`src/pkg/vct_pkg.sv`:
```
// Purpose: Shared constants for the video clamp timing generator.
// Assumes: One pixel clock domain, registers loaded over a plain write port.
// Notes: Register indices are local choices; widths follow the hardware.
package vct_pkg;
  // ----------------------------------------
  // Register indices
  // ----------------------------------------
  localparam logic [3:0] VCT_IDX_START_DELAY = 4'h0;
  localparam logic [3:0] VCT_IDX_WIDTH = 4'h1;
  localparam logic [3:0] VCT_IDX_CH1_RANGE = 4'h2;
  localparam logic [3:0] VCT_IDX_CH2_RANGE = 4'h3;
  localparam logic [3:0] VCT_IDX_CH3_RANGE = 4'h4;
  localparam logic [3:0] VCT_IDX_CH1_SHIFT = 4'h5;
  localparam logic [3:0] VCT_IDX_CH2_SHIFT = 4'h6;
  localparam logic [3:0] VCT_IDX_CH3_SHIFT = 4'h7;
  localparam logic [3:0] VCT_IDX_MODE = 4'h8;
  localparam logic [3:0] VCT_IDX_STATUS = 4'h9;
  // ----------------------------------------
  // Field positions and reset values
  // ----------------------------------------
  localparam int VCT_MODE_SELECT_BIT = 0;
  localparam int VCT_MODE_POLARITY_BIT = 1;
  localparam logic [7:0] VCT_RST_START_DELAY = 8'h08;
  localparam logic [7:0] VCT_RST_WIDTH = 8'h14;
  localparam logic [7:0] VCT_RST_RANGE = 8'h80;
  localparam logic [5:0] VCT_RST_SHIFT = 6'h00;
  localparam logic [7:0] VCT_RST_DIVIDER = 8'h00;
  localparam logic [7:0] VCT_BLACK_CODE = 8'h00;
  localparam int VCT_CHANNELS = 3;
  typedef enum {VCT_IDLE, VCT_WAIT, VCT_CLAMP} vct_state_type;
endpackage
```
`src/pkg/vct_cal_if.sv`:
```
// Purpose: Carries clamp window and black-level sample to the offset tracker.
// Assumes: Single clock domain.
// Notes: None.
`timescale 1ns/100ps
`default_nettype none
interface vct_cal_if;
  logic clamp_active;
  logic [23:0] sample;
  logic [17:0] trim;
  modport src (output clamp_active, output sample, input trim);
  modport dst (input clamp_active, input sample, output trim);
endinterface
`default_nettype wire

```
`src/logic/vct_clamp_timing.sv`:
```
// Purpose: Clamp window generation, gain and offset registers, offset trim.
// Assumes: clk_in is the pixel clock recovered from horizontal sync.
// Notes: Registers are written through a plain index/data write port.
// Function
// - External clamp select set means the clamp pin sets the window.
// - Clamp pin active level follows the polarity bit.
// - Internal window starts after start delay pixels past sync trailing edge; the code treats a delay of 0 as 1.
// - Internal window lasts clamp width pixels.
// - Start delay and width are unsigned 8-bit values.
// - During clamp, offset is trimmed toward code 00h and held after.
// - Each channel has an 8-bit range code, 0 minimum, 255 maximum.
// - Each channel has a 6-bit offset code, plus or minus 31 LSB.
// - Pixel clock loop divides by the programmed divider plus one, locked to sync.
`timescale 1ns/100ps
`default_nettype none
module vct_clamp_timing
  import vct_pkg::*;
#(
  parameter int DIV_WIDTH = 12
)
(
  // Clock and reset
  input wire logic clk_in,
  input wire logic rstn_in,
  input wire logic ce_in,
  // Register write and read port
  input wire logic reg_wr_in,
  input wire logic [3:0] reg_idx_in,
  input wire logic [7:0] reg_wdata_in,
  output logic [7:0] reg_rdata_out,
  // Sync, clamp, divider and sample inputs
  input wire logic hsync_in,
  input wire logic ext_clamp_in,
  input wire logic [DIV_WIDTH-1:0] pixel_clock_divider_in,
  input wire logic [23:0] sample_in,
  // Outputs
  output logic clamp_out,
  output logic [23:0] range_out,
  output logic [17:0] shift_out,
  output logic [17:0] trim_out,
  output logic divider_wrap_out
);
  // The pixel counter is built for a 12-bit divider only; refuse any other width.
  generate
    if (DIV_WIDTH != 12)
    begin : g_bad_width
      $error("DIV_WIDTH must be 12");
    end
  endgenerate
  // ----------------------------------------
  // Registers
  // ----------------------------------------
  logic [7:0] clamp_start_delay_q;
  logic [7:0] clamp_width_q;
  logic [7:0] range_q [VCT_CHANNELS];
  logic [5:0] shift_q [VCT_CHANNELS];
  logic ext_window_select_q;
  logic ext_window_polarity_q;
  always_ff @(posedge clk_in or negedge rstn_in)
  begin
    if (!rstn_in)
    begin
      clamp_start_delay_q <= VCT_RST_START_DELAY;
      clamp_width_q <= VCT_RST_WIDTH;
      ext_window_select_q <= 1'b0;
      ext_window_polarity_q <= 1'b0;
      for (int i = 0; i < VCT_CHANNELS; i++)
      begin
        range_q[i] <= VCT_RST_RANGE;
        shift_q[i] <= VCT_RST_SHIFT;
      end
    end
    else if (ce_in && reg_wr_in)
    begin
      case (reg_idx_in)
        VCT_IDX_START_DELAY: clamp_start_delay_q <= reg_wdata_in;
        VCT_IDX_WIDTH: clamp_width_q <= reg_wdata_in;
        VCT_IDX_CH1_RANGE: range_q[0] <= reg_wdata_in;
        VCT_IDX_CH2_RANGE: range_q[1] <= reg_wdata_in;
        VCT_IDX_CH3_RANGE: range_q[2] <= reg_wdata_in;
        VCT_IDX_CH1_SHIFT: shift_q[0] <= reg_wdata_in[5:0];
        VCT_IDX_CH2_SHIFT: shift_q[1] <= reg_wdata_in[5:0];
        VCT_IDX_CH3_SHIFT: shift_q[2] <= reg_wdata_in[5:0];
        VCT_IDX_MODE:
        begin
          ext_window_select_q <= reg_wdata_in[VCT_MODE_SELECT_BIT];
          ext_window_polarity_q <= reg_wdata_in[VCT_MODE_POLARITY_BIT];
        end
        default: ;
      endcase
    end
  end
  // ----------------------------------------
  // Internal window
  // ----------------------------------------
  vct_state_type state_q;
  logic [7:0] cnt_q;
  logic hsync_q;
  logic trail;
  assign trail = hsync_q && !hsync_in;
  always_ff @(posedge clk_in or negedge rstn_in)
  begin
    if (!rstn_in)
      hsync_q <= 1'b0;
    else if (ce_in)
      hsync_q <= hsync_in;
  end
  always_ff @(posedge clk_in or negedge rstn_in)
  begin
    if (!rstn_in)
    begin
      state_q <= VCT_IDLE;
      cnt_q <= 8'h00;
    end
    else if (ce_in)
    begin
      if (trail)
      begin
        cnt_q <= 8'h00;
        state_q <= VCT_WAIT;
      end
      else
      begin
        case (state_q)
          VCT_WAIT:
            if (cnt_q + 8'h01 >= clamp_start_delay_q)
            begin
              cnt_q <= 8'h00;
              state_q <= (clamp_width_q == 8'h00) ? VCT_IDLE : VCT_CLAMP;
            end
            else
              cnt_q <= cnt_q + 8'h01;
          VCT_CLAMP:
            if (cnt_q + 8'h01 >= clamp_width_q)
            begin
              cnt_q <= 8'h00;
              state_q <= VCT_IDLE;
            end
            else
              cnt_q <= cnt_q + 8'h01;
          default: cnt_q <= 8'h00;
        endcase
      end
    end
  end
  // ----------------------------------------
  // Window select and outputs
  // ----------------------------------------
  logic window_d;
  // Polarity bit high means the pin is active high.
  assign window_d = ext_window_select_q ? (ext_clamp_in == ext_window_polarity_q)
                  : (state_q == VCT_CLAMP);
  vct_cal_if cal ();
  assign cal.clamp_active = clamp_out;
  assign cal.sample = sample_in;
  vct_offset_track u_track (
    .clk_in(clk_in),
    .rstn_in(rstn_in),
    .ce_in(ce_in),
    .cal(cal)
  );
  logic wrap;
  vct_div_count u_div (
    .clk_in(clk_in),
    .rstn_in(rstn_in),
    .ce_in(ce_in),
    .line_start_in(trail),
    .divider_in(pixel_clock_divider_in),
    .wrap_out(wrap)
  );
  always_ff @(posedge clk_in or negedge rstn_in)
  begin
    if (!rstn_in)
    begin
      clamp_out <= 1'b0;
      range_out <= 24'h000000;
      shift_out <= 18'h00000;
      trim_out <= 18'h00000;
      divider_wrap_out <= 1'b0;
      reg_rdata_out <= 8'h00;
    end
    else if (ce_in)
    begin
      clamp_out <= window_d;
      range_out <= {range_q[2], range_q[1], range_q[0]};
      shift_out <= {shift_q[2], shift_q[1], shift_q[0]};
      trim_out <= cal.trim;
      divider_wrap_out <= wrap;
      case (reg_idx_in)
        VCT_IDX_START_DELAY: reg_rdata_out <= clamp_start_delay_q;
        VCT_IDX_WIDTH: reg_rdata_out <= clamp_width_q;
        VCT_IDX_CH1_RANGE: reg_rdata_out <= range_q[0];
        VCT_IDX_CH2_RANGE: reg_rdata_out <= range_q[1];
        VCT_IDX_CH3_RANGE: reg_rdata_out <= range_q[2];
        VCT_IDX_CH1_SHIFT: reg_rdata_out <= {2'b00, shift_q[0]};
        VCT_IDX_CH2_SHIFT: reg_rdata_out <= {2'b00, shift_q[1]};
        VCT_IDX_CH3_SHIFT: reg_rdata_out <= {2'b00, shift_q[2]};
        VCT_IDX_MODE: reg_rdata_out <= {6'h00, ext_window_polarity_q, ext_window_select_q};
        VCT_IDX_STATUS: reg_rdata_out <= {7'h00, clamp_out};
        default: reg_rdata_out <= 8'h00;
      endcase
    end
  end
endmodule // vct_clamp_timing
`default_nettype wire

```
`src/logic/vct_div_count.sv`:
```
// Purpose: Pixel count within the line, reference for the clock loop.
// Assumes: Pixel clock is the recovered clock.
// Notes: Flags when the count reaches the programmed divider value.
`timescale 1ns/100ps
`default_nettype none
module vct_div_count
  import vct_pkg::*;
(
  // Clock and reset
  input wire logic clk_in,
  input wire logic rstn_in,
  input wire logic ce_in,
  // Control
  input wire logic line_start_in,
  input wire logic [11:0] divider_in,
  // Status
  output logic wrap_out
);
  logic [11:0] cnt_q;
  always_ff @(posedge clk_in or negedge rstn_in)
  begin
    if (!rstn_in)
    begin
      cnt_q <= 12'h000;
      wrap_out <= 1'b0;
    end
    else if (ce_in)
    begin
      wrap_out <= (cnt_q == divider_in);
      if (line_start_in || cnt_q == divider_in)
        cnt_q <= 12'h000;
      else
        cnt_q <= cnt_q + 12'h001;
    end
  end
endmodule // vct_div_count
`default_nettype wire

```
`src/logic/vct_offset_track.sv`:
```
// Purpose: Black-level offset trim per channel during the clamp window.
// Assumes: Samples are converter codes of the current pixel.
// Notes: Trim is a signed six-bit correction, held between clamps.
`timescale 1ns/100ps
`default_nettype none
module vct_offset_track
  import vct_pkg::*;
(
  // Clock and reset
  input wire logic clk_in,
  input wire logic rstn_in,
  input wire logic ce_in,
  // Calibration link
  vct_cal_if.dst cal
);
  logic [17:0] trim_q;
  genvar g;
  generate
    for (g = 0; g < VCT_CHANNELS; g++)
    begin : g_ch
      always_ff @(posedge clk_in or negedge rstn_in)
      begin
        if (!rstn_in)
          trim_q[g*6 +: 6] <= 6'h00;
        else if (ce_in && cal.clamp_active)
        begin
          // Step by one code per pixel; a slow loop rides out noise on the porch.
          if (cal.sample[g*8 +: 8] != VCT_BLACK_CODE && trim_q[g*6 +: 6] != 6'h21)
            trim_q[g*6 +: 6] <= trim_q[g*6 +: 6] - 6'h01;
        end
      end
    end
  endgenerate
  assign cal.trim = trim_q;
endmodule // vct_offset_track
`default_nettype wire

```
`config.mk`:
```
export PLATFORM = sky130hd
export DESIGN_NAME = vct_clamp_timing
export DESIGN_NICKNAME = d
export VERILOG_FILES = /design/src/pkg/vct_pkg.sv /design/src/pkg/vct_cal_if.sv /design/src/logic/vct_clamp_timing.sv /design/src/logic/vct_div_count.sv /design/src/logic/vct_offset_track.sv
export SDC_FILE = /design/constraint.sdc
export NUM_CORES = 1
export LEC_CHECK = 0
export ABC_AREA = 1
export BUFFER_PORTS_ARGS = -buffer_cell sky130_fd_sc_hd__buf_4
export CAP_MARGIN = 20
export CORE_ASPECT_RATIO = 0.7
export CORE_MARGIN = 3
export CORE_UTILIZATION = 43
export CTS_BUF_LIST = sky130_fd_sc_hd__clkbuf_4 sky130_fd_sc_hd__clkbuf_8
export CTS_CLUSTER_DIAMETER = 80
export DETAILED_ROUTE_END_ITERATION = 7
export GPL_TIMING_DRIVEN = 0
export PLACE_DENSITY = 0.72
export SKIP_CTS_REPAIR_TIMING = 1
export SLEW_MARGIN = 20
export SYNTH_ARGS = -nofsm -noshare
export SYNTH_HDL_FRONTEND = slang
export SYNTH_SLANG_ARGS = --single-unit
export TNS_END_PERCENT = 1
```
`constraint.sdc`:
```
create_clock -name clk_in -period 2.2 [get_ports clk_in]
set_input_delay 0.33 -clock clk_in [delete_from_list [all_inputs] [get_ports clk_in]]
set_output_delay 0.33 -clock clk_in [all_outputs]
set_load 0.02 [all_outputs]
```
; Word level (Yosys, flattened, before mapping)
; Index checks and enable logic that the tools add are counted.
[word_totals]
regBits = 202
out_inout_bits = 70
elab_cells = 89
[classes]
n_addsub = 5
order_cmp = 2
eq_ne = 19
mux = 12
n_reduce_logical = 27
[op_table]
columns = operator, n
row1 = $mux W32, 3
row2 = $pmux W8 S10, 1
row3 = $pmux W32 S2, 1
row4 = $eq A32 B1 Y1 const B, 1
row5 = $eq A32 B2 Y1 const B, 1
row6 = $eq A32 B3 Y1 const B, 1
row7 = $mux W8, 3
row8 = $reduce_and A2 Y1, 12
row9 = $reduce_bool A8 Y1, 3
row10 = $ne A6 B6 Y1 const B, 3
row11 = $sub A6 B1 Y6 const B, 3
row12 = $eq A4 B3 Y1 const B, 4
row13 = $ge A8 B8 Y1, 2
row14 = $pmux W8 S2, 1
row15 = $add A12 B1 Y12 const B, 1
row16 = $eq A12 B12 Y1, 1
row17 = $mux W12, 1
row18 = $add A8 B1 Y8 const B, 1
row19 = $eq A4 B2 Y1 const B, 2
row20 = $eq A4 B4 Y1 const B, 2
row21 = $logic_not A8 Y1, 1
row22 = $logic_and A1 B1 Y1, 6
row23 = $ne A3 B2 Y1 const B, 2
row24 = $eq A4 B1 Y1 const B, 1
row25 = 8 further kinds, 8

; Logic depth before layout (Yosys ltp)
[logic_depth]
depth_word = 5
depth_mapped = 16

; By module
; From an unflattened synthesis, not the netlist that was laid out.
[hier_totals]
hier_cells = 1057
area_unflattened_um2 = 8574.5
[modules_own_cells]
columns = mod, n_inst, cells_per_inst, area_per_inst_um2, seq_area_each_um2
row1 = vct_clamp_timing, 1, 759, 6427.4, 3535.9
row2 = vct_offset_track, 1, 169, 1203.7, 450.4
row3 = vct_div_count, 1, 129, 943.4, 325.3

; Worst setup path after synthesis
; No wires, ideal clock.
[synth_timing]
kind = reg-to-reg
start = reg cnt_q[0]
end = reg state_q[0]
setup_time_ps = 118
arrival_ps = 1910
required_time_ps = 2082
setup_slack_ps = 172
path_stages_with_launch = 17
synth_period_minus_slack_ps = 2028
cell_sequence = dfrtp_1 -> ha_1 -> nand2_1 -> nor2_1 -> nand2_1 -> xor2_1 -> inv_1 -> ha_1 -> nand2_1 -> nor2_1 -> nand2_1 -> nand2_1 -> nand2_1 -> nand2_1 -> nand2_1 -> nand2_1 -> nand2_1
[synth_between]
elab_chain_len = 4
elab_cells_between_ends = 6
classes_between = 1 x add/sub / 2 x order compare / 2 x eq/ne / 1 x reduce/logical
[synth_lines]
columns = item, line
row1 = "start, declared", vct_clamp_timing.sv:97  ; logic [7:0] cnt_q;
row2 = "start signal, assigned", vct_clamp_timing.sv:132  ; cnt_q <= cnt_q + 8'h01;
row3 = "start signal, assigned", vct_clamp_timing.sv:140  ; cnt_q <= cnt_q + 8'h01;
row4 = $add A8 B1 Y8 *, "vct_clamp_timing.sv:126, vct_clamp_timing.sv:134"
row5 = "$ge A8 B8 Y1, on equally long branches", "vct_clamp_timing.sv:134, vct_clamp_timing.sv:126"
row6 = $ne A3 B2 Y1 (no line), n/a
row7 = $reduce_and A4 Y1 (no line) *, n/a
row8 = "end signal, assigned", vct_clamp_timing.sv:129  ; state_q <= (clamp_width_q == 8'h00) ? VCT_IDLE : VCT_CLAMP;
row9 = "end, declared", vct_clamp_timing.sv:96  ; vct_state_type state_q;
; Mark *: on every way between the ends. The rest lies on a longest branch, timed or not.
; A chain may end at the register's enable or synchronous reset.

; Final worst setup path
[layout_timing]
start = reg cnt_q[1]
end = reg cnt_q[1]
[layout_between]
elab_chain_len = 5
elab_cells_between_ends = 7
classes_between = 1 x add/sub / 2 x order compare / 4 x mux
[layout_lines]
columns = item, line
row1 = $add A8 B1 Y8 *, n/a
row2 = "$ge A8 B8 Y1, on equally long branches", "vct_clamp_timing.sv:134, vct_clamp_timing.sv:126"
row3 = "$mux W8, on equally long branches", "vct_clamp_timing.sv:134, vct_clamp_timing.sv:126"
row4 = $pmux W8 S2 *, vct_clamp_timing.sv:124  ; case (state_q)
row5 = $mux W8 *, vct_clamp_timing.sv:117  ; if (trail)
; Marks and branches as above.

==> results.json <==
{
  "status": "complete, but fails checks",
  "violations": "setup timing",
  "stdcell_area_um2": 10000,
  "min_path_cells": 3,
  "cts_tree": "built",
  "ys_ff_latch": 172,
  "p_per_area_nw_per_um2": 926,
  "stdcell_count": 1359,
  "dpl_cell_area_um2": 9500,
  "min_path_type": "in -> reg",
  "drc": 0,
  "drt_pass1_iterations": 5,
  "fin_crit_sh": 1.02,
  "yosysWarnings": 0,
  "skew_ps": 16.7,
  "cts_buffer_depth": 2,
  "cp-end-kind": "register",
  "startpoint_type": "register",
  "intPower_w": 0.00591,
  "ys_types": 35,
  "path_max_fanout": 5,
  "power_w": 0.00931,
  "viasPerCell": 5.02,
  "r2r_cells": 14,
  "core_area_um2": 18400,
  "clockRootBuffer": "clkbuf_8",
  "slew_headroom": 0.472,
  "fill_cells": 1735,
  "hp-start": "hsync_in",
  "ant_nets": 0,
  "area_delta_synth_final_pct": 22.2,
  "die_w_um": 171,
  "r2r_slack_ps": -40,
  "layout_setup_ws_ps": -37.7,
  "antenna_found_initial": 0,
  "cap_violations": 0,
  "first_iter_violations": 640,
  "max_freq_mhz": 447,
  "net-switching-power_w": 0.00340,
  "period_minus_slack_ps": 2240,
  "worstPathCellList": "nand3_2, nor3_4, nand2_2, xor2_2, inv_2, ha_4, nand2_2, nor2_2, nand2_1, nand2_2, nand2_4, buf_4, nand3_1, nand2_1",
  "critPathTopFamily": "simple AND/OR/NAND/NOR gates",
  "hold_violations": 0,
  "grt_pass1_vias": 6357,
  "syn-cell-area_um2": 8220,
  "port_buffers": 122,
  "syn_inst": 961,
  "rsz0062_at_grt": "true",
  "crit_path_frequent_cell": "nand2_2",
  "clk_pin_slew_ps": 80,
  "grt_pass1_wl_um": 33900,
  "finalSetupViolations": 4,
  "p_leak_nw": 5.10,
  "p_seq_frac": 0.470,
  "wirelength_um": 21200,
  "grt_max_degree": 98,
  "clk_latency_ps": 470,
  "vias": 6823,
  "antenna_cells": 0,
  "dp_hpwl_um": 15700,
  "worst_pin_slew_ps": 792,
  "cts_buffers": 17,
  "grtUsageTotal": 0.210,
  "drv_slew": 0,
  "design.die.area_um2": 20800,
  "drive_above_1_share": 0.239,
  "layout_common_cells": "341 x nand2_1, 165 x dfrtp_1, 127 x buf_4",
  "nets": 1190,
  "cp.buffers_inverters": 2,
  "h-tree-depth": 4,
  "critPathKind": "reg -> reg",
  "rr_endpoint": "cnt_q[1]",
  "syn_nets": 1041,
  "dp.cells": 1321,
  "floorplan.rows": 41,
  "yosysSeqAreaShare": 0.524,
  "cp.required_ps": 2550,
  "gp_congestion": 0.950,
  "clock-sinks": 172,
  "fin_setup_tns_ps": -73.7,
  "holdWs_ps": 98.6,
  "hold_path_end": "hsync_q",
  "p_comb_frac": 0.301,
  "ir_drop_uv": 421,
  "crit_slowest_cell": "dfrtp_1",
  "overflow": 0,
  "start_util": 0.448,
  "dieHeight_um": 122,
  "cp_data_arrival_time_ps": 2590,
  "wl_per_cell_um": 15.6,
  "switching_share": 0.365,
  "io_pins": 124,
  "final_common_cell": "nand2_1",
  "regToRegStartpoint": "cnt_q[1]",
  "clockPowerShare": 0.229,
  "slowest_delay_ps": 430,
  "synth.avg_cell_area_um2": 8.56
}
-- worst max path at each step --
stage / depth (start not counted) / end / from / slack [ps]
after floorplan: 16 / state_q[0] / cnt_q[0] / 170
after global placement: 1 / u_track.cal.trim[12] / rstn_in / -220
after detailed placement: 13 / cnt_q[6] / cnt_q[0] / -230
after CTS: 13 / cnt_q[0] / cnt_q[0] / -260
after global routing: 14 / cnt_q[2] / cnt_q[1] / -180
final: 14 / cnt_q[1] / cnt_q[1] / -40
-- power groups by stage --
stage	clock network, W	logic, W	registers (W)
after floorplan	0	0.00135	0.00463
after global placement	0	0.00259	0.00440
after detailed placement	0	0.00267	0.00442
after CTS	0.00219	0.00268	0.00436
after global routing	0.00231	0.00315	0.00447
final	0.00213	0.00280	0.00437
-- final cells by class --
cell class | instances | area [um2] | area share
buffer | 26 | 148 | 0.0147
multi-input combinational | 681 | 3590 | 0.357
tap | 236 | 295 | 0.0294
timing repair buffer | 130 | 1030 | 0.102
clock inverter | 13 | 119 | 0.0118
clock buffer | 19 | 249 | 0.0248
sequential | 172 | 4310 | 0.429
inverter | 82 | 308 | 0.0306
-- synthesized netlist by cell type --
cell | count | area, um2
nand2_1 | 351 | 1320
dfrtp_1 | 166 | 4150
inv_1 | 70 | 263
nor2_1 | 61 | 229
o21ai_1 | 44 | 220
o21ai_0 | 39 | 195
nand3_1 | 30 | 150
ha_1 | 26 | 325
o21ai_2 | 23 | 201
xor2_1 | 23 | 201
xnor2_1 | 15 | 131
a21oi_1 | 13 | 65.1
inv_2 | 12 | 45.0
nand4_1 | 12 | 75.1
clkbuf_1 | 11 | 41.3
nand2_2 | 8 | 50.1
buf_2 | 7 | 35.0
dfstp_2 | 6 | 158
o22ai_1 | 6 | 37.5
buf_6 | 5 | 56.3
nor2_2 | 5 | 31.3
nor3_1 | 5 | 25.0
nor2_4 | 4 | 45.0
nand2_4 | 3 | 33.8
buf_1 | 2 | 7.51
nand3b_1 | 2 | 15.0
nor3_2 | 2 | 20.0
o2111ai_1 | 2 | 17.5
o21bai_1 | 2 | 15.0
buf_4 | 1 | 7.51
mux2i_1 | 1 | 10.0
nand3_2 | 1 | 10.0
nor2_8 | 1 | 20.0
o31ai_1 | 1 | 7.51
or2_2 | 1 | 6.26
-- per-layer routing --
metal | track usage | vias to the layer above | wire, um
met1 | 0.314 | 3235 | 10400
met2 | 0.294 | 211 | 8990
met3 | 0.0675 | 22 | 1590
met5 | 0 | - | 0
met4 | 0.0543 | 0 | 293
li1 | - | 3355 | -
-- registers in the layout, indices dropped and copies added (netlist names), 2 cells and up --
register,count
u_track.cal.trim,18
shift_out,18
u_div.cnt_q,12
range_q,24
clamp_start_delay_q,8
shift_q,18
trim_out,18
reg_rdata_out,8
range_out,24
cnt_q,8
state_q,2
clamp_width_q,8
-- stage by stage --
| stage | setup WS, ps | utilization |
|---|---|---|
| floorplan | 172 | - |
| global placement | -219 | 0.514 |
| detailed placement | -226 | 0.517 |
| CTS | -256 | 0.537 |
| global route | -180 | 0.547 |
| finish | -37.7 | 0.547 |
-- worst reg2reg max path, delay by kind of cell (launching register included) --
kind          cells  cell delay [ps]
xor+xnor          1              180
buf+inv           2              240
flops             1              430
simple gates     10             1010
fa+ha+maj         1              280
-- cell families after synthesis --
family | Yosys count | share of synthesized area
flip-flops | 172 | 0.524
AO/OA/AOI/OAI | 130 | 0.0924
multiplexers | 1 | 0.00122
adder cells (fa/ha/maj) | 26 | 0.0396
XOR/XNOR | 38 | 0.0405
AND/OR/NAND/NOR | 486 | 0.247
buffers and inverters | 108 | 0.0554
Power figures use the tool's default switching activity.
